[src/adc_pkg.sv]
// adc_pkg: constants, enumerations and carriers of the converter control block
// assumes a 32-bit APB slave port with byte addresses, one word per register
package adc_pkg;

  localparam int unsigned PADDR_W = 8;

  // byte offsets of the registers
  localparam logic [7:0] OFF_STATUS_CTRL = 8'h00;
  localparam logic [7:0] OFF_RESULT_HIGH = 8'h04;
  localparam logic [7:0] OFF_RESULT_LOW  = 8'h08;
  localparam logic [7:0] OFF_CLOCK_CFG   = 8'h0C;

  // status/control fields
  localparam int unsigned SC_DONE_BIT  = 7;
  localparam int unsigned SC_IRQEN_BIT = 6;
  localparam int unsigned SC_CONT_BIT  = 5;
  localparam int unsigned SC_CHAN_LSB  = 0;

  // clock configuration fields
  localparam int unsigned CFG_DIV_LSB = 5;
  localparam int unsigned CFG_SRC_BIT = 4;
  localparam int unsigned CFG_FMT_LSB = 2;

  // channel codes and values after reset
  localparam logic [4:0] CHAN_POWER_OFF = 5'h1F;
  localparam logic [4:0] CHAN_RESET     = 5'h1F;
  localparam logic [2:0] DIV_RESET      = 3'h0;
  localparam logic       CLK_SRC_RESET  = 1'b0;
  localparam logic [3:0] DIV_CNT_RESET  = 4'h0;

  // converter clock cycles of one conversion after the start cycle
  localparam logic [4:0] CONV_CYCLES = 5'h10;

  typedef enum logic [1:0] {
    FMT_TRUNC  = 2'h0,
    FMT_RIGHT  = 2'h1,
    FMT_LEFT   = 2'h2,
    FMT_SIGNED = 2'h3
  } fmt_t;

  localparam fmt_t FMT_RESET = FMT_RIGHT;

  typedef enum logic [3:0] {
    ST_IDLE = 4'h1,
    ST_SYNC = 4'h2,
    ST_CONV = 4'h4,
    ST_WAIT = 4'h8
  } conv_state_t;

  typedef struct packed {
    logic       valid;
    logic [9:0] data;
  } sample_t;

  typedef struct packed {
    logic [7:0] high;
    logic [7:0] low;
  } result_pair_t;

endpackage : adc_pkg

[src/adc_control_result_logic.sv]
// adc_control_result_logic: control, sequencing and result registers of
// an eight-channel 10-bit converter, reached over APB
// assumes the analog core converts channel_select on each conv_tick and
// returns one sample with a one-cycle valid strobe after conv_start
`timescale 1ns/1ps
`default_nettype none

// How it works
// - interrupt-enable set raises interrupt per conversion
// - irq mode: done flag writable, zero while signalling
// - data read or control write drops interrupt
// - polled mode: done flag read-only, set per conversion
// - polled mode: control write, data read clear done; reset clears done
// - control write aborts and restarts conversion
// - reset clears interrupt enable and continuous
// - continuous converts back to back; else once
// - codes 0..7 select external inputs 0..7
// - codes 1D/1E select high/low reference
// - other codes unused; 1B factory test
// - all-ones channel powers converter down
// - first conversion after power-up only settles
// - converter and interrupt keep working in wait
// - left format: eight msbs high, two lsbs low
// - right format: two msbs high, eight low
// - results load per conversion unless interlocked
// - high read freezes low until low read
// - results arriving while frozen are dropped
// - two-bit format field, reset selects right
// - truncation: eight msbs low, no interlock
// - signed format inverts result msb
// - conversion lasts 16 to 17 converter clocks
module adc_control_result_logic (
  input  wire logic                         pclk,
  input  wire logic                         presetn,
  input  wire logic                         psel,
  input  wire logic                         penable,
  input  wire logic                         pwrite,
  input  wire logic [adc_pkg::PADDR_W-1:0]  paddr,
  input  wire logic [31:0]                  pwdata,
  output logic      [31:0]                  prdata,
  output logic                              pready,
  output logic                              pslverr,
  input  wire adc_pkg::sample_t             sample,
  output logic                              conv_tick,
  output logic                              conv_start,
  output logic                              core_power,
  output logic      [4:0]                   channel_select,
  output logic                              conv_irq
);
  import adc_pkg::*;

  typedef struct packed {
    conv_state_t st;
    logic [4:0]  cnt;
    logic        start;
    logic        irq_en;
    logic        cont;
    logic [4:0]  chan;
    logic        done;
    logic        irq;
    logic        lock;
    logic        settle;
    logic        power;
    logic [2:0]  div;
    logic        clk_src;
    fmt_t        fmt;
    logic [7:0]  rh;
    logic [7:0]  rl;
    logic [31:0] prdata;
    logic        pready;
    logic        pslverr;
  } ctrl_state_t;

  ctrl_state_t  s_q;
  ctrl_state_t  s_d;
  result_pair_t fmt_res;
  logic         tick;
  logic         setup;
  logic         access;
  logic         wr_sc;
  logic         wr_clk;
  logic         rd_rh;
  logic         rd_rl;
  logic         rd_res;
  logic         accept;
  logic [4:0]   wr_chan;

  conv_clk_div u_div (
    .pclk    (pclk),
    .presetn (presetn),
    .div_sel (s_q.div),
    .tick    (tick)
  );

  result_format u_fmt (
    .fmt         (s_q.fmt),
    .sample_data (sample.data),
    .result      (fmt_res)
  );

  always_comb begin
    setup   = psel && !penable;
    access  = psel && penable && s_q.pready;
    wr_sc   = access && pwrite && (paddr == OFF_STATUS_CTRL);
    wr_clk  = access && pwrite && (paddr == OFF_CLOCK_CFG);
    rd_rh   = access && !pwrite && (paddr == OFF_RESULT_HIGH);
    rd_rl   = access && !pwrite && (paddr == OFF_RESULT_LOW);
    rd_res  = rd_rh || rd_rl;
    wr_chan = pwdata[SC_CHAN_LSB +: 5];
    accept  = (s_q.st == ST_WAIT) && sample.valid;

    s_d = s_q;
    s_d.start   = 1'b0;
    s_d.prdata  = 32'h0000_0000;
    s_d.pslverr = 1'b0;
    // zero wait states: ready is raised for the access phase
    s_d.pready  = setup;

    // register read data is captured in the setup cycle
    if (setup && !pwrite) begin
      case (paddr)
        OFF_STATUS_CTRL: s_d.prdata = {24'h00_0000, s_q.done, s_q.irq_en, s_q.cont, s_q.chan};
        OFF_RESULT_HIGH: s_d.prdata = {24'h00_0000, s_q.rh};
        OFF_RESULT_LOW:  s_d.prdata = {24'h00_0000, s_q.rl};
        OFF_CLOCK_CFG:   s_d.prdata = {24'h00_0000, s_q.div, s_q.clk_src, s_q.fmt, 2'h0};
        default:         s_d.pslverr = 1'b1;
      endcase
    end else if (setup) begin
      unique case (paddr)
        OFF_STATUS_CTRL, OFF_RESULT_HIGH, OFF_RESULT_LOW, OFF_CLOCK_CFG: s_d.pslverr = 1'b0;
        default: s_d.pslverr = 1'b1;
      endcase
    end

    // sync to converter clock, then 16 cycles
    unique case (s_q.st)
      ST_IDLE: begin
        s_d.st = ST_IDLE;
      end
      ST_SYNC: begin
        if (tick) begin
          s_d.st    = ST_CONV;
          s_d.cnt   = 5'h00;
          s_d.start = 1'b1;
        end
      end
      ST_CONV: begin
        if (tick) begin
          if (s_q.cnt == CONV_CYCLES - 5'h01) begin
            s_d.st = ST_WAIT;
          end else begin
            s_d.cnt = s_q.cnt + 5'h01;
          end
        end
      end
      ST_WAIT: begin
        if (accept) begin
          s_d.st = (s_q.cont || s_q.settle) ? ST_SYNC : ST_IDLE;
        end
      end
    endcase

    // a powered-down converter must settle first
    if (s_q.chan == CHAN_POWER_OFF) begin
      s_d.settle = 1'b1;
    end

    if (wr_clk) begin
      s_d.fmt     = fmt_t'(pwdata[CFG_FMT_LSB +: 2]);
      s_d.div     = pwdata[CFG_DIV_LSB +: 3];
      // single clock design: source bit is stored only
      s_d.clk_src = pwdata[CFG_SRC_BIT];
    end

    if (rd_res) begin
      s_d.irq = 1'b0;
      // polled flag cleared by data read
      if (!s_q.irq_en) begin
        s_d.done = 1'b0;
      end
    end

    // high read freezes the low result
    if (rd_rh && (s_q.fmt != FMT_TRUNC)) begin
      s_d.lock = 1'b1;
    end
    if (rd_rl) begin
      s_d.lock = 1'b0;
    end

    if (wr_sc) begin
      s_d.irq_en = pwdata[SC_IRQEN_BIT];
      s_d.cont   = pwdata[SC_CONT_BIT];
      s_d.chan   = wr_chan;
      s_d.irq    = 1'b0;
      // irq mode keeps the written bit
      s_d.done   = pwdata[SC_IRQEN_BIT] ? pwdata[SC_DONE_BIT] : 1'b0;
      // abort and restart with new settings
      // power-off code leaves the sequencer idle
      s_d.st     = (wr_chan == CHAN_POWER_OFF) ? ST_IDLE : ST_SYNC;
      s_d.cnt    = 5'h00;
    end

    // flag setting comes last so a same-cycle clear loses
    if (accept) begin
      if (s_q.settle) begin
        s_d.settle = 1'b0;
      end else begin
        if (!s_q.lock || (s_q.fmt == FMT_TRUNC)) begin
          s_d.rh = fmt_res.high;
          s_d.rl = fmt_res.low;
        end
        if (s_q.irq_en) begin
          s_d.irq  = 1'b1;
          s_d.done = 1'b0;
        end else begin
          s_d.done = 1'b1;
        end
      end
    end

    // analog core unpowered on the off code
    s_d.power = (s_d.chan != CHAN_POWER_OFF);
  end

  always_ff @(posedge pclk or negedge presetn) begin
    if (!presetn) begin
      s_q <= '{st: ST_IDLE, chan: CHAN_RESET, div: DIV_RESET, clk_src: CLK_SRC_RESET,
               fmt: FMT_RESET, default: '0};
    end else begin
      s_q <= s_d;
    end
  end

  assign prdata     = s_q.prdata;
  assign pready     = s_q.pready;
  assign pslverr    = s_q.pslverr;
  assign conv_tick  = tick;
  assign conv_start = s_q.start;
  assign core_power = s_q.power;
  // channel code passed to the input mux
  // reference codes reach the core unchanged
  // unused codes give whatever the core makes
  assign channel_select = s_q.chan;
  // no wait gating, interrupt can wake
  assign conv_irq   = s_q.irq;
endmodule : adc_control_result_logic
`default_nettype wire

[src/conv_clk_div.sv]
// conv_clk_div: converter clock enable, one pulse per divided period
// assumes div_sel is stable between writes; a change restarts no count
`timescale 1ns/1ps
`default_nettype none
module conv_clk_div (
  input  wire logic       pclk,
  input  wire logic       presetn,
  input  wire logic [2:0] div_sel,
  output logic            tick
);
  import adc_pkg::*;

  typedef struct packed {
    logic [3:0] cnt;
    logic       tick;
  } div_state_t;

  div_state_t s_q;
  div_state_t s_d;
  logic [3:0] last;

  always_comb begin
    // ratios 1, 2, 4, 8, and 16 for any code with the top bit set
    last = div_sel[2] ? 4'hF : (4'h1 << div_sel[1:0]) - 4'h1;
    s_d = s_q;
    s_d.tick = 1'b0;
    if (s_q.cnt >= last) begin
      s_d.cnt = DIV_CNT_RESET;
      s_d.tick = 1'b1;
    end else begin
      s_d.cnt = s_q.cnt + 4'h1;
    end
  end

  always_ff @(posedge pclk or negedge presetn) begin
    if (!presetn) begin
      s_q <= '{cnt: DIV_CNT_RESET, tick: 1'b0};
    end else begin
      s_q <= s_d;
    end
  end

  assign tick = s_q.tick;

endmodule : conv_clk_div
`default_nettype wire

[src/result_format.sv]
// result_format: places a 10-bit sample into the high/low result pair
// assumes the caller registers the pair; purely combinational
`timescale 1ns/1ps
`default_nettype none
module result_format (
  input  wire adc_pkg::fmt_t     fmt,
  input  wire logic [9:0]        sample_data,
  output var adc_pkg::result_pair_t result
);
  import adc_pkg::*;

  always_comb begin
    unique case (fmt)
      FMT_TRUNC: begin
        result.high = 8'h00;
        result.low  = sample_data[9:2];
      end
      FMT_RIGHT: begin
        result.high = {6'h00, sample_data[9:8]};
        result.low  = sample_data[7:0];
      end
      FMT_LEFT: begin
        result.high = sample_data[9:2];
        result.low  = {sample_data[1:0], 6'h00};
      end
      FMT_SIGNED: begin
        result.high = {~sample_data[9], sample_data[8:2]};
        result.low  = {sample_data[1:0], 6'h00};
      end
    endcase
  end

endmodule : result_format
`default_nettype wire

[config.mk]
export PLATFORM = sky130hd
export DESIGN_NAME = adc_control_result_logic
export DESIGN_NICKNAME = d
export VERILOG_FILES = /design/src/adc_pkg.sv /design/src/adc_control_result_logic.sv /design/src/conv_clk_div.sv /design/src/result_format.sv
export SDC_FILE = /design/constraint.sdc
export NUM_CORES = 1
export LEC_CHECK = 0
export BUFFER_PORTS_ARGS = -buffer_cell sky130_fd_sc_hd__buf_2
export CAP_MARGIN = 20
export CORE_ASPECT_RATIO = 0.6
export CORE_MARGIN = 1.5
export CORE_UTILIZATION = 52
export CTS_CLUSTER_SIZE = 20
export DETAILED_ROUTE_END_ITERATION = 10
export PLACE_DENSITY = 0.77
export RECOVER_POWER = 25
export SLEW_MARGIN = 20
export SYNTH_ARGS = -nofsm -noshare
export SYNTH_HDL_FRONTEND = slang
export SYNTH_SLANG_ARGS = --single-unit
[constraint.sdc]
create_clock -name pclk -period 2.75 [get_ports pclk]
set_input_delay 0.1375 -clock pclk [delete_from_list [all_inputs] [get_ports pclk]]
set_output_delay 0.1375 -clock pclk [all_outputs]
set_load 0.05 [all_outputs]
**Yosys cells after proc, flatten, opt, wreduce, memory -nomap -nowiden**

Index checks and enable logic that the tools add are counted.
Widths: inputs -> output; s select.

- Register bits: 83
- Input bits: 56
- Output and inout port bits: 43
- Word-level logic and storage cells: 107

- Add/sub/neg operators: 3
- Order comparisons: 1
- Equality and inequality tests: 19
- Shift-type cells: 1
- Muxes and demuxes: 33
- Bitwise operators: 2
- Reductions and logical operators: 27

Operators with widths:

| operator | count |
|---|---|
| $pmux 16 s4 | 1 |
| $mux 32 | 1 |
| $pmux 8 s4 | 1 |
| $mux 9 | 2 |
| $eq 8x4->1 const B | 2 |
| $mux 4 | 4 |
| $pmux 4 s4 | 1 |
| $mux 1 | 14 |
| $logic_and 1x1->1 | 12 |
| $eq 5x5->1 const B | 2 |
| $mux 10 | 1 |
| $mux 2 | 5 |
| $pmux 5 s2 | 1 |
| $ne 3x3->1 const B | 3 |
| $eq 8x3->1 const B | 1 |
| $logic_not 8->1 | 1 |
| $reduce_and 4->1 | 2 |
| $mux 7 | 1 |
| $ne 3x2->1 const B | 2 |
| $add 5x1->5 const B | 1 |
| $eq 5x4->1 const B | 1 |
| $mux 5 | 1 |
| $ne 5x5->1 const B | 1 |
| $add 4x1->4 const B | 1 |
| 17 further kinds | 24 |

**Logic depth before layout (Yosys ltp)**

Gate-level depths: netlist of run 1.

- Depth in word-level cells: 10
- Mapped depth: 7
- Gate-level depth less buffers: 7

**By module**

A second synthesis of run 1 with hierarchy kept.

- Cell total of the unflattened synthesis: 313
- Area total of the unflattened synthesis: 3357.0 um^2

Modules (own cells, without submodules):

| module | instances | cells each | area an instance (um^2) | seq. area each (um^2) |
|---|---|---|---|---|
| adc_control_result_logic | 1 | 253 | 2812.7 | 1360.1 |
| conv_clk_div | 1 | 29 | 316.6 | 125.1 |
| result_format | 1 | 31 | 227.7 | 0.0 |

**Worst setup path before layout of run 1**

No wires, ideal clock.

- Path kind: register to register
- Start point: reg s_q[69] in the netlist's numbering
- End point: reg s_q[70] in the netlist's numbering
- Setup time: 0.078 ns
- Arrival: 1.897 ns
- Required time: 2.672 ns
- Slack: 0.775 ns
- Cell stages (with the launch flop): 8
- Buffers on the path: 0
- Period minus slack after synthesis: 1.975 ns
- Cells stage by stage: dfrtp_1 > ha_1 > and3_1 > ha_1 > nor3b_1 > o211ai_1 > or3_1 > a21oi_1

- Word-level cells in the longest chain between the ends: 5
- Elaborated cells between the ends (all ways): 8
- Classes of those cells: add/sub (1); eq/ne (2); mux (4); reduce/logical (1)

Ends and longest elaborated chain:

| item | line | text |
|---|---|---|
| start, declared | adc_control_result_logic.sv:74 | `ctrl_state_t s_q;` |
| start signal, assigned | adc_control_result_logic.sv:228 | `s_q <= '{st: ST_IDLE, chan: CHAN_RESET, div: DIV_RESET, clk_src: CLK_SRC_RESET,` |
| $add 5x1->5 | adc_control_result_logic.sv:152 | `s_d.cnt = s_q.cnt + 5'h01;` |
| $mux 5 | adc_control_result_logic.sv:149 | `if (s_q.cnt == CONV_CYCLES - 5'h01) begin` |
| $mux 9 | adc_control_result_logic.sv:148 | `if (tick) begin` |
| $pmux 5 s2 | adc_control_result_logic.sv:136 | `unique case (s_q.st)` |
| $mux 9 | adc_control_result_logic.sv:191 | `if (wr_sc) begin` |

Parallel ways exist; a longest one is shown, timed or not. The select of a mux whose other input is x is not followed.
A chain may end at the register's enable or synchronous reset.

**Final worst setup path of run 1**

Same ends and word-level chain as after synthesis.

==> results of run 1 <==
cell usage after synthesis, drive strengths merged, types with 8 or more instances:
master	number	area (µm²)
dfrtp	52	1300
buf	41	297
nand2	30	113
nor2	22	85.1
o21ai	15	75.1
mux2	13	146
mux2i	12	120
a21oi	10	53.8
nor2b	10	62.6
inv	8	30.0
cell families (layout without fill, tap and decap cells):
family	after synthesis	after routing
fa+ha+maj	7	7
buf+inv	55	79
mux	31	31
xor+xnor	3	3
other cells	1	24
flops	59	59
simple gates	101	101
compound gates	57	57
worst min-delay path by stage:
| stage | startpoint | endpoint | slack (ps) | depth (start not counted) |
|---|---|---|---|---|
| after floorplan | presetn | conv_irq | -160 | 0 |
| after global placement | presetn | u_div.s_q[3] | 160 | 1 |
| after detailed placement | presetn | u_div.s_q[3] | 160 | 1 |
| after CTS | pwdata[1] | channel_select[1] | 30 | 2 |
| after global routing | pwdata[6] | s_q[67] | 30 | 3 |
| final | pwdata[1] | channel_select[1] | 40 | 2 |
cells in the final DEF, fill, tap and decap left out, drive strengths merged, types with 2 or more instances in the layout:
cell	n
buf	52
o211ai	2
nand2b	5
dfstp	7
o21ai	15
mux2	13
nand2	30
xor2	2
a21oi	10
and3	6
ha	7
mux4	6
a21o	4
nor4	2
clkbuf	12
clkinvlp	2
or3	3
and2b	3
or4b	2
mux2i	12
nand3	6
nor3	3
a31oi	2
a21boi	2
a22oi	5
inv	8
clkinv	2
bufinv	2
a211oi	4
conb	24
dfrtp	52
nor2	22
o31ai	7
nand4	2
nor2b	10
nor3b	2
power breakdown:
| group | internal, mW | leakage (nW) | switching [mW] |
|---|---|---|---|
| Clock | 0.534 | 0.108 | 0.350 |
| Sequential | 0.872 | 0.755 | 0.00316 |
| Combinational | 0.0341 | 0.820 | 0.133 |
| Total | 1.44 | 1.68 | 0.486 |
critical path: cells and delay by family, from the launching register on:
family                   cells  cell delay, ps
adder cells (fa/ha/maj)      2             450
AND/OR/NAND/NOR              3             880
flip-flops                   1             410
AO/OA/AOI/OAI                2             390
timing repair:
item                                   CTS  global route
buffers inserted                         0             0
gates resized for setup                  0             0
hold buffers                             1             0
endpoints found under the hold margin   22             0
per-layer routing:
layer	GRT usage	vias up	share of wire
met3	0.0816	8	0.075
met4	0.0634	0	0.0098
li1	-	1141	-
met2	0.325	85	0.43
met1	0.347	1201	0.49
met5	0	-	0
cell type report:
| cell class | instances | area [µm²] |
|---|---|---|
| fill | 526 | 2440 |
| timing repair buffer | 55 | 285 |
| multi-input combinational | 223 | 1510 |
| tap | 84 | 105 |
| clock inverter | 6 | 88.8 |
| inverter | 8 | 30.0 |
| sequential | 59 | 1490 |
| clock buffer | 10 | 138 |
per-stage QoR:
| stage | util | instances | hold WS [ps] | setup WS (ps) | area (µm²) |
|---|---|---|---|---|---|
| 2_1_floorplan | - | 337 | -158 | 775 | 3350 |
| 3_3_place_gp | 0.562 | 428 | 164 | 666 | 3420 |
| 3_5_place_dp | 0.562 | 428 | 162 | 624 | 3420 |
| 4_1_cts | 0.601 | 445 | 30.9 | 543 | 3660 |
| 5_1_grt | 0.599 | 445 | 28.7 | 342 | 3640 |
| 6_report | 0.599 | 445 | 42.7 | 548 | 3640 |
flip-flops by register name, indices dropped and copies added, names as in the netlist:
register and count:
s_q 36, prdata 8, channel_select 5, u_div.s_q 4, conv_irq 1, conv_start 1, core_power 1, pready 1
pslverr 1, u_div.tick 1
==> out/qor.csv, run 1 <==
stage,metric,value,unit
outcome,status,finished clean,
sta,setup repair after global routing missed its margin,false,
synth,mapped cell area,3260,µm²
worst_setup_path,FF-to-FF path depth,7,
global_route,first-pass GRT wire length,11800,µm
worst_setup_path,critical path peak fanout,6,
worst_setup_path,crit-path cells,ha_1 -> and3_1 -> ha_1 -> nor3b_1 -> o211ai_1 -> or3_1 -> a21oi_1,
worst_setup_path,CP arrival,2480,ps
placed_design,GPL Wtd Cong,0.826,
sta,Slew HR,0.0944,
clocking,TritonCTS clock tree,yes,
worst_setup_path,Worst Setup Path Type,flop to flop,
synth,largest family of logic cells by synthesized area,simple AND/OR/NAND/NOR gates,
synth,Synth Instances,314,
cells_and_area,final net count,419,
sta,Slew @ Worst Pin,1360,ps
worst_setup_path,flop-to-flop setup slack,550,ps
synth,mean post-synth cell area,10.4,µm²
clocking,cts bufs inserted,9,
worst_setup_path,FF-to-FF Start,s_q[69],
sta,Fmax achieved,454,MHz
global_route,largest net degree at the start of global routing,33,
synth,synth warn,0,
cells_and_area,area added between synthesis and finish,11.8,%
sta,max-slew violations,0,
sta,final hold vios,0,
cells_and_area,ANT cells,0,
clocking,Worst-path clk slew,70,ps
detailed_routing,via count,2435,
pwr,P_leak,1.68,nW
worst_setup_path,Critical Path Slowest Stage Cell,dfrtp_1,
detailed_routing,via density per instance,5.47,
global_route,number of global-route vias before repair,2323,
die,die area,6770,µm²
synth,Post-synth ARST share,1.00,
global_route,antenna violations before repair,0,
run,number of max-cap violations,0,
sta,crit path time final,2200,ps
synth,synthesized-area fraction occupied by adder cells,0.0269,
sta,final count of negative-setup-slack endpoints,0,
worst_setup_path,crit path to,s_q[70],
pwr,Max VDD drop,0.000314,V
die,row cnt,22,
detailed_routing,1st-iter DRT viols,157,
die,Die Y-Extent,64.3,µm
worst_setup_path,Crit path largest cell delay,410,ps
synth,Post-synth EDFFs,0,
clocking,clock buffer depth,2,
clocking,H-tree depth,3,
sta,Post-Route Skew,9.01,ps
worst_setup_path,crit path launch type,flop,
synth,post-synthesis mux area share,0.123,
placed_design,detailed placer's ending HPWL,5090,µm
synth,Synth Flop Type,dfrtp_1,
synth,sequential area share after synthesis,0.455,
clocking,worst-skew pair later-pin latency,350,ps
sta,Fin Setup TNS,0,ps
worst_setup_path,Crit path top cell by count,ha_1,
placed_design,PortBufs,50,
detailed_routing,WL/cell,15.5,µm
worst_setup_path,CP Data Required Time,3030,ps
clocking,CTS sink cnt,59,
global_route,grt total ovfl,0,
cells_and_area,share of layout cells above drive strength 1,0.277,
pwr,Design Power,1.93,mW
worst_setup_path,crit path capture type,flop,
synth,"FF+latch count, synth",59,
synth,Post-Synth XOR/XNOR Area,0.00806,
synth,post-synthesis cell type count,53,
synth,Synth Area in Simple Gates,0.163,
die,Ports,99,
global_route,total track usage,0.235,
die,Die X,105,µm
detailed_routing,DRC,0,
synth,Synth Area in Compound Gates,0.115,
die,Starting Density,0.536,
min_path,Worst Hold Class,input pin to flop,
sta,Tcrit/Tclk final,0.801,
detailed_routing,Final ANT Viol Nets,0,
pwr,Pwr Density,528,nW/µm²
worst_setup_path,first element of the critical path,s_q[69],
detailed_routing,WL final,6910,µm
worst_setup_path,worst r2r dst,s_q[70],
die,Core ar.,6080,µm²
detailed_routing,drt pass-1 iters,4,
clocking,Root Driver,clkbuf_8,
(Power assumes the default switching activity.)
==> run 2: changes to the inputs <==
--- a/config.mk
+++ b/config.mk
@@ -9,10 +9,10 @@
 export CAP_MARGIN = 20
 export CORE_ASPECT_RATIO = 0.6
 export CORE_MARGIN = 1.5
-export CORE_UTILIZATION = 52
+export CORE_UTILIZATION = 47
 export CTS_CLUSTER_SIZE = 20
 export DETAILED_ROUTE_END_ITERATION = 10
-export PLACE_DENSITY = 0.77
+export PLACE_DENSITY = 0.73
 export RECOVER_POWER = 25
 export SLEW_MARGIN = 20
 export SYNTH_ARGS = -nofsm -noshare
==> constraint.sdc (replaced) <==
create_clock -name pclk -period 1.9 [get_ports pclk]
set_input_delay 0.095 -clock pclk [delete_from_list [all_inputs] [get_ports pclk]]
set_output_delay 0.095 -clock pclk [all_outputs]
set_load 0.05 [all_outputs]
==> run 2 against run 1 <==
  * Maximum frequency increased by 18%
  * Combinational power is 50% higher
  * Final area up 9.0%
  * Wire length rose by 10%
  * Clock skew down 1.6 ps
  * Critical path depth unchanged
  * Global-route usage fell by 1.3 points
  * Sequential power is 45% higher
  * Clock power increased by 110%
  * Flip-flop and latch count unchanged
  * Critical endpoint unchanged
==> out/qor.csv, run 2 (synthesized netlist as in run 1, its figures left out) <==
stage,metric,value,unit,change
outcome,status,finished clean,,
worst_setup_path,Crit path largest cell delay,390,ps,-20 ps
cells_and_area,area added between synthesis and finish,21.9,%,
clocking,Root Driver,clkbuf_16,,
clocking,clock buffer depth,2,,unchanged
pwr,Pwr Density,851,nW/µm²,+61%
sta,final count of negative-setup-slack endpoints,0,,unchanged
clocking,H-tree depth,3,,unchanged
sta,Post-Route Skew,7.44,ps,-1.56 ps
worst_setup_path,Worst Setup Path Type,flop to flop,,
clocking,worst-skew pair later-pin latency,330,ps,-20 ps
sta,crit path time final,1870,ps,-334 ps
worst_setup_path,Critical Path Slowest Stage Cell,dfrtp_1,,
placed_design,detailed placer's ending HPWL,5440,µm,+6.7%
global_route,total track usage,0.222,,-0.0128
pwr,Pint,2.63,mW,+83%
worst_setup_path,crit path launch type,flop,,
global_route,largest net degree at the start of global routing,60,,+82%
sta,hold_ws,25.6,ps,-17.1 ps
detailed_routing,1st-iter DRT viols,133,,-15%
cells_and_area,post-layout util,0.593,,-0.00649
sta,Tcrit/Tclk final,0.983,,+0.182
pwr,NetSw,751,µW,+55%
cells_and_area,final net count,437,,+4.3%
pwr,power share of the combinational group,0.074,,-0.013
sta,max-slew violations,0,,unchanged
placed_design,Placed Instance Area,3570,µm²,+4.4%
sta,Fmax achieved,535,MHz,+18%
die,die area,7460,µm²,+10%
placed_design,GPL Wtd Cong,0.871,,+5.5%
cells_and_area,"commonest cells after routing, fill and taps aside","dfrtp_1, buf_2, nand2_1, conb_1, nor2_1",,
global_route,grt total ovfl,0,,unchanged
die,Core ar.,6710,µm²,+10%
global_route,number of global-route vias before repair,2396,,+3.1%
die,row cnt,23,,+4.5%
placed_design,PortBufs,50,,unchanged
detailed_routing,DRC,0,,unchanged
pwr,switching part of the total power,0.222,,-0.0302
worst_setup_path,CP arrival,2120,ps,-360 ps
global_route,antenna violations before repair,0,,unchanged
detailed_routing,via density per instance,5.36,,-2.1%
detailed_routing,via count,2497,,+2.5%
detailed_routing,WL final,7630,µm,+10%
clocking,CTS sink cnt,59,,unchanged
cells_and_area,area of the multi-input gates,1570,µm²,+3.9%
pwr,Design Power,3.38,mW,+76%
pwr,P_leak,1.86,nW,+10%
clocking,Worst-path clk slew,50,ps,-20 ps
pwr,Clk pwr share,0.550,,+0.091
sta,final hold vios,0,,unchanged
pwr,Max VDD drop,0.000533,V,+70%
die,Ports,99,,unchanged
min_path,Worst Hold Class,input pin to flop,,
detailed_routing,WL/cell,16.4,µm,+5.5%
run,number of max-cap violations,0,,unchanged
clocking,TritonCTS clock tree,yes,,
sta,setup repair after global routing missed its margin,true,,
cells_and_area,max reg flops,36,,unchanged
cells_and_area,"most common cell after layout, fill and taps aside",dfrtp_1,,
global_route,first-pass GRT wire length,12300,µm,+4.4%
sta,Fin Setup TNS,0,ps,unchanged
cells_and_area,ANT cells,0,,unchanged
cells_and_area,share of layout cells above drive strength 1,0.338,,+0.0607
cells_and_area,Reg area,1490,µm²,unchanged
sta,Slew @ Worst Pin,1290,ps,-64.9 ps
die,Die Y-Extent,67.5,µm,+4.9%
detailed_routing,Final ANT Viol Nets,0,,unchanged
worst_setup_path,crit path capture type,flop,,
pwr,part of the power in registers,0.375,,-0.080
worst_setup_path,CP Data Required Time,2150,ps,-880 ps
worst_setup_path,critical path peak fanout,3,,-3
cells_and_area,fillcell total,582,,+11%
cells_and_area,final instance area,3970,µm²,+9.0%
sta,Slew HR,0.138,,+0.0433
clocking,cts bufs inserted,9,,unchanged
die,Starting Density,0.486,,-0.0497
die,Die X,111,µm,+5.0%
worst_setup_path,crit-path cells,ha_2 -> and3_4 -> ha_4 -> nor3b_4 -> o211ai_1 -> or3_1 -> a21oi_1,,
detailed_routing,drt pass-1 iters,4,,unchanged
cells_and_area,Reg with most FFs,s_q,,
run 2: cell types whose count changed in the layout (fill, tap and decap cells not counted), sizes merged:
| cell | previous run | this run |
|---|---|---|
| buf | 52 | 72 |
| bufinv | 2 | 3 |
| clkbuf | 12 | 11 |
| clkinvlp | 2 | 0 |
run 2: layout make-up:
| type | count | area share |
|---|---|---|
| clock buffer | 11 | 0.0611 |
| clock inverter | 5 | 0.0252 |
| inverter | 8 | 0.00756 |
| multi-input combinational | 223 | 0.395 |
| sequential | 59 | 0.374 |
| tap | 87 | 0.0274 |
| timing repair buffer | 73 | 0.110 |
run 2: final timing paths:
check                                     to  startpoint  slack (ps)  depth (start not counted)
setup / recovery                     s_q[70]     s_q[70]          30                          7
hold / removal             channel_select[1]   pwdata[1]          30                          2
setup reg to reg                     s_q[70]     s_q[70]          30                          7
hold reg to reg                      s_q[48]     s_q[48]         470                          2
max in group asynchronous            s_q[76]     presetn         430                          3
min in group asynchronous       u_div.s_q[1]     presetn         660                          3
run 2: what timing repair did:
| action | 4_1_cts | 5_1_grt |
|---|---|---|
| endpoints found under the setup margin | 4 | 10 |
| pin swaps | 1 | 10 |
| buffers inserted | 0 | 3 |
| hold buffers | 1 | 0 |
| hold endpoints to repair | 52 | 0 |
| resized for setup | 0 | 10 |
run 2: metrics by stage:
step | worst slack [ps] | cells
2_1_floorplan | 15.6 | 337
3_3_place_gp | 45.1 | 446
3_5_place_dp | -1.93 | 446
4_1_cts | -14.2 | 463
5_1_grt | -31.8 | 466
6_report | 32.2 | 466
run 2: worst max-delay path, delay by kind of cell (launching register included):
kind,cells,cell delay [ps]
compound gates,2,300
fa+ha+maj,2,370
flops,1,390
simple gates,3,740
run 2: power by group through the flow:
stage                     Sequential [mW]  Combinational [mW]  Clock (mW)
after floorplan                      1.30               0.186           0
after global routing                 1.27               0.274        1.94
after detailed placement             1.29               0.252           0
after global placement               1.29               0.248           0
after CTS                            1.27               0.255        1.89
final                                1.27               0.251        1.86
run 2: routing by layer:
metal  GRT usage  part of all wire  wire, µm  vias up
met5           0                 0         0        -
li1            -                 -         -     1175
met4      0.0593             0.010        79        0
met3      0.0763             0.085       651        7
met1       0.320              0.48      3660     1218
met2       0.319              0.43      3250       97
==> run 3: changes to the inputs <==
--- a/config.mk
+++ b/config.mk
@@ -10,6 +10,7 @@
 export CORE_ASPECT_RATIO = 0.6
 export CORE_MARGIN = 1.5
 export CORE_UTILIZATION = 47
+export CTS_BUF_LIST = sky130_fd_sc_hd__clkbuf_8 sky130_fd_sc_hd__clkbuf_16
 export CTS_CLUSTER_SIZE = 20
 export DETAILED_ROUTE_END_ITERATION = 10
 export PLACE_DENSITY = 0.73
==> run 3 against run 2 <==
  * Clock power about the same
  * Register-to-register slack about the same
  * Final area unchanged
  * Flip-flop and latch count unchanged
  * Final cell count unchanged
  * Clock skew about the same
  * Critical path type unchanged
  * Largest cell class unchanged
==> out/qor.csv, run 3 (synthesized netlist as in run 1, its figures left out) <==
stage,metric,value,unit,change
outcome,status,finished clean,,
cells_and_area,Final Instance Count excl. Fillers,466,,unchanged
clocking,cts bufs inserted,9,,unchanged
cells_and_area,Reg with most FFs,s_q,,
sta,max-slew violations,0,,unchanged
worst_setup_path,Crit path largest cell delay,390,ps,about the same
worst_setup_path,Critical Path Slowest Stage Cell,dfrtp_1,,
detailed_routing,via density per instance,5.36,,unchanged
clocking,clock buffer depth,2,,unchanged
clocking,worst-skew pair later-pin latency,330,ps,about the same
sta,setup repair after global routing missed its margin,true,,
worst_setup_path,flop-to-flop setup slack,30,ps,about the same
sta,Fmax achieved,535,MHz,unchanged
cells_and_area,max reg flops,36,,unchanged
worst_setup_path,crit path launch type,flop,,
cells_and_area,fillcell total,582,,unchanged
sta,final worst slack,32.2,ps,unchanged
global_route,first-pass GRT wire length,12300,µm,unchanged
detailed_routing,WL/cell,16.4,µm,unchanged
sta,Slew HR,0.138,,about the same
detailed_routing,WL final,7630,µm,unchanged
global_route,antenna violations before repair,0,,unchanged
sta,final hold vios,0,,unchanged
die,Ports,99,,unchanged
pwr,Max VDD drop,0.000533,V,unchanged
cells_and_area,post-layout util,0.593,,unchanged
cells_and_area,final net count,437,,unchanged
worst_setup_path,CP Data Required Time,2150,ps,about the same
pwr,P_leak,1.86,nW,+0.22%
clocking,Root Driver,clkbuf_16,,
global_route,total track usage,0.222,,unchanged
die,row cnt,23,,unchanged
placed_design,Placed Cells,446,,unchanged
clocking,Worst-path clk slew,50,ps,about the same
placed_design,detailed placer's ending HPWL,5440,µm,unchanged
die,Core ar.,6710,µm²,unchanged
global_route,largest net degree at the start of global routing,60,,unchanged
sta,Tcrit/Tclk final,0.983,,unchanged
die,Die Y-Extent,67.5,µm,unchanged
detailed_routing,1st-iter DRT viols,133,,unchanged
worst_setup_path,FF-to-FF path depth,7,,unchanged
worst_setup_path,crit-path cells,ha_2 -> and3_4 -> ha_4 -> nor3b_4 -> o211ai_1 -> or3_1 -> a21oi_1,,
worst_setup_path,FF-to-FF Start,s_q[70],,
worst_setup_path,worst r2r dst,s_q[70],,
min_path,Worst Hold Class,input pin to flop,,
cells_and_area,ANT cells,0,,unchanged
worst_setup_path,CP arrival,2120,ps,about the same
cells_and_area,"most common cell after layout, fill and taps aside",dfrtp_1,,
cells_and_area,area added between synthesis and finish,21.9,%,unchanged
detailed_routing,Final ANT Viol Nets,0,,unchanged
sta,Fin Setup TNS,0,ps,unchanged
detailed_routing,drt pass-1 iters,4,,unchanged
placed_design,Placed Instance Area,3570,µm²,unchanged
run,number of max-cap violations,0,,unchanged
sta,crit path time final,1870,ps,unchanged
cells_and_area,final instance area,3970,µm²,unchanged
placed_design,PortBufs,50,,unchanged
clocking,H-tree depth,3,,unchanged
die,die area,7460,µm²,unchanged
sta,Post-Route Skew,7.60,ps,+0.156 ps
placed_design,dpl ws,-1.93,ps,unchanged
placed_design,GPL Wtd Cong,0.871,,unchanged
worst_setup_path,Worst Setup Path Type,flop to flop,,
worst_setup_path,critical path peak fanout,3,,unchanged
cells_and_area,share of layout cells above drive strength 1,0.338,,unchanged
global_route,number of global-route vias before repair,2396,,unchanged
clocking,TritonCTS clock tree,yes,,
global_route,grt total ovfl,0,,unchanged
detailed_routing,DRC,0,,unchanged
sta,final count of negative-setup-slack endpoints,0,,unchanged
min_path,hold_sp,pwdata[1],,
min_path,Worst Hold End,channel_select[1],,
pwr,Pwr Density,850,nW/µm²,-0.15%
die,Starting Density,0.486,,unchanged
worst_setup_path,crit path capture type,flop,,
sta,Slew @ Worst Pin,1290,ps,-0.0510 ps
min_path,hold path cells,2,,unchanged
clocking,CTS sink cnt,59,,unchanged
detailed_routing,via count,2497,,unchanged
cells_and_area,"commonest cells after routing, fill and taps aside","dfrtp_1, buf_2, nand2_1, conb_1, nor2_1",,
die,Die X,111,µm,unchanged
-- run 3: worst max path at each step --
stage,startpoint,to,slack (ps),cells after the start
2_1_floorplan,s_q[69],s_q[70],20,7
3_3_place_gp,s_q[70],s_q[71],50,8
3_5_place_dp,s_q[70],s_q[71],-2,8
4_1_cts,s_q[55],u_div.s_q[2],-10,6
5_1_grt,s_q[70],s_q[70],-30,7
6_report,s_q[70],s_q[70],30,7
-- run 3: area by class of cell --
type,instances,area [µm²],share of cell area
inverter,8,30.0,0.00756
clock inverter,6,104,0.0261
timing repair buffer,73,435,0.110
clock buffer,10,239,0.0601
tap,87,109,0.0274
sequential,59,1490,0.374
multi-input combinational,223,1570,0.395
-- run 3: layer usage --
metal	vias to the layer above	GRT usage	wire, µm
li1	1175	-	-
met2	97	0.319	3250
met3	7	0.0763	651
met5	-	0	0
met1	1218	0.320	3660
met4	0	0.0593	79
-- run 3: power breakdown --
group,leakage (nW),total [mW],internal [mW],switching (mW)
logic,0.930,0.251,0.0548,0.196
registers,0.755,1.27,1.26,0.00453
clock network,0.174,1.86,1.30,0.551
total,1.86,3.38,2.62,0.751
-- run 3: worst max-delay path, delay by kind of cell (launching register included) --
kind	cells	cell delay [ps]
AOI/OAI and AO/OA	2	300
DFF	1	390
adders and majority gates	2	370
and+or+nand+nor	3	740
-- run 3: what timing repair did --
action / in CTS / in global routing
gates resized for setup: 0 / 10
endpoints found under the setup margin: 4 / 10
pin swaps: 1 / 10
endpoints found under the hold margin: 52 / 0
hold buffers: 1 / 0
buffers inserted: 0 / 3
-- run 3: through the flow --
step                hold WS [ps]  power (mW)
global route                31.6        3.48
global placement             124        1.54
floorplan                   -201        1.48
CTS                         12.9        3.40
detailed placement           127        1.54
finish                      25.6        3.38
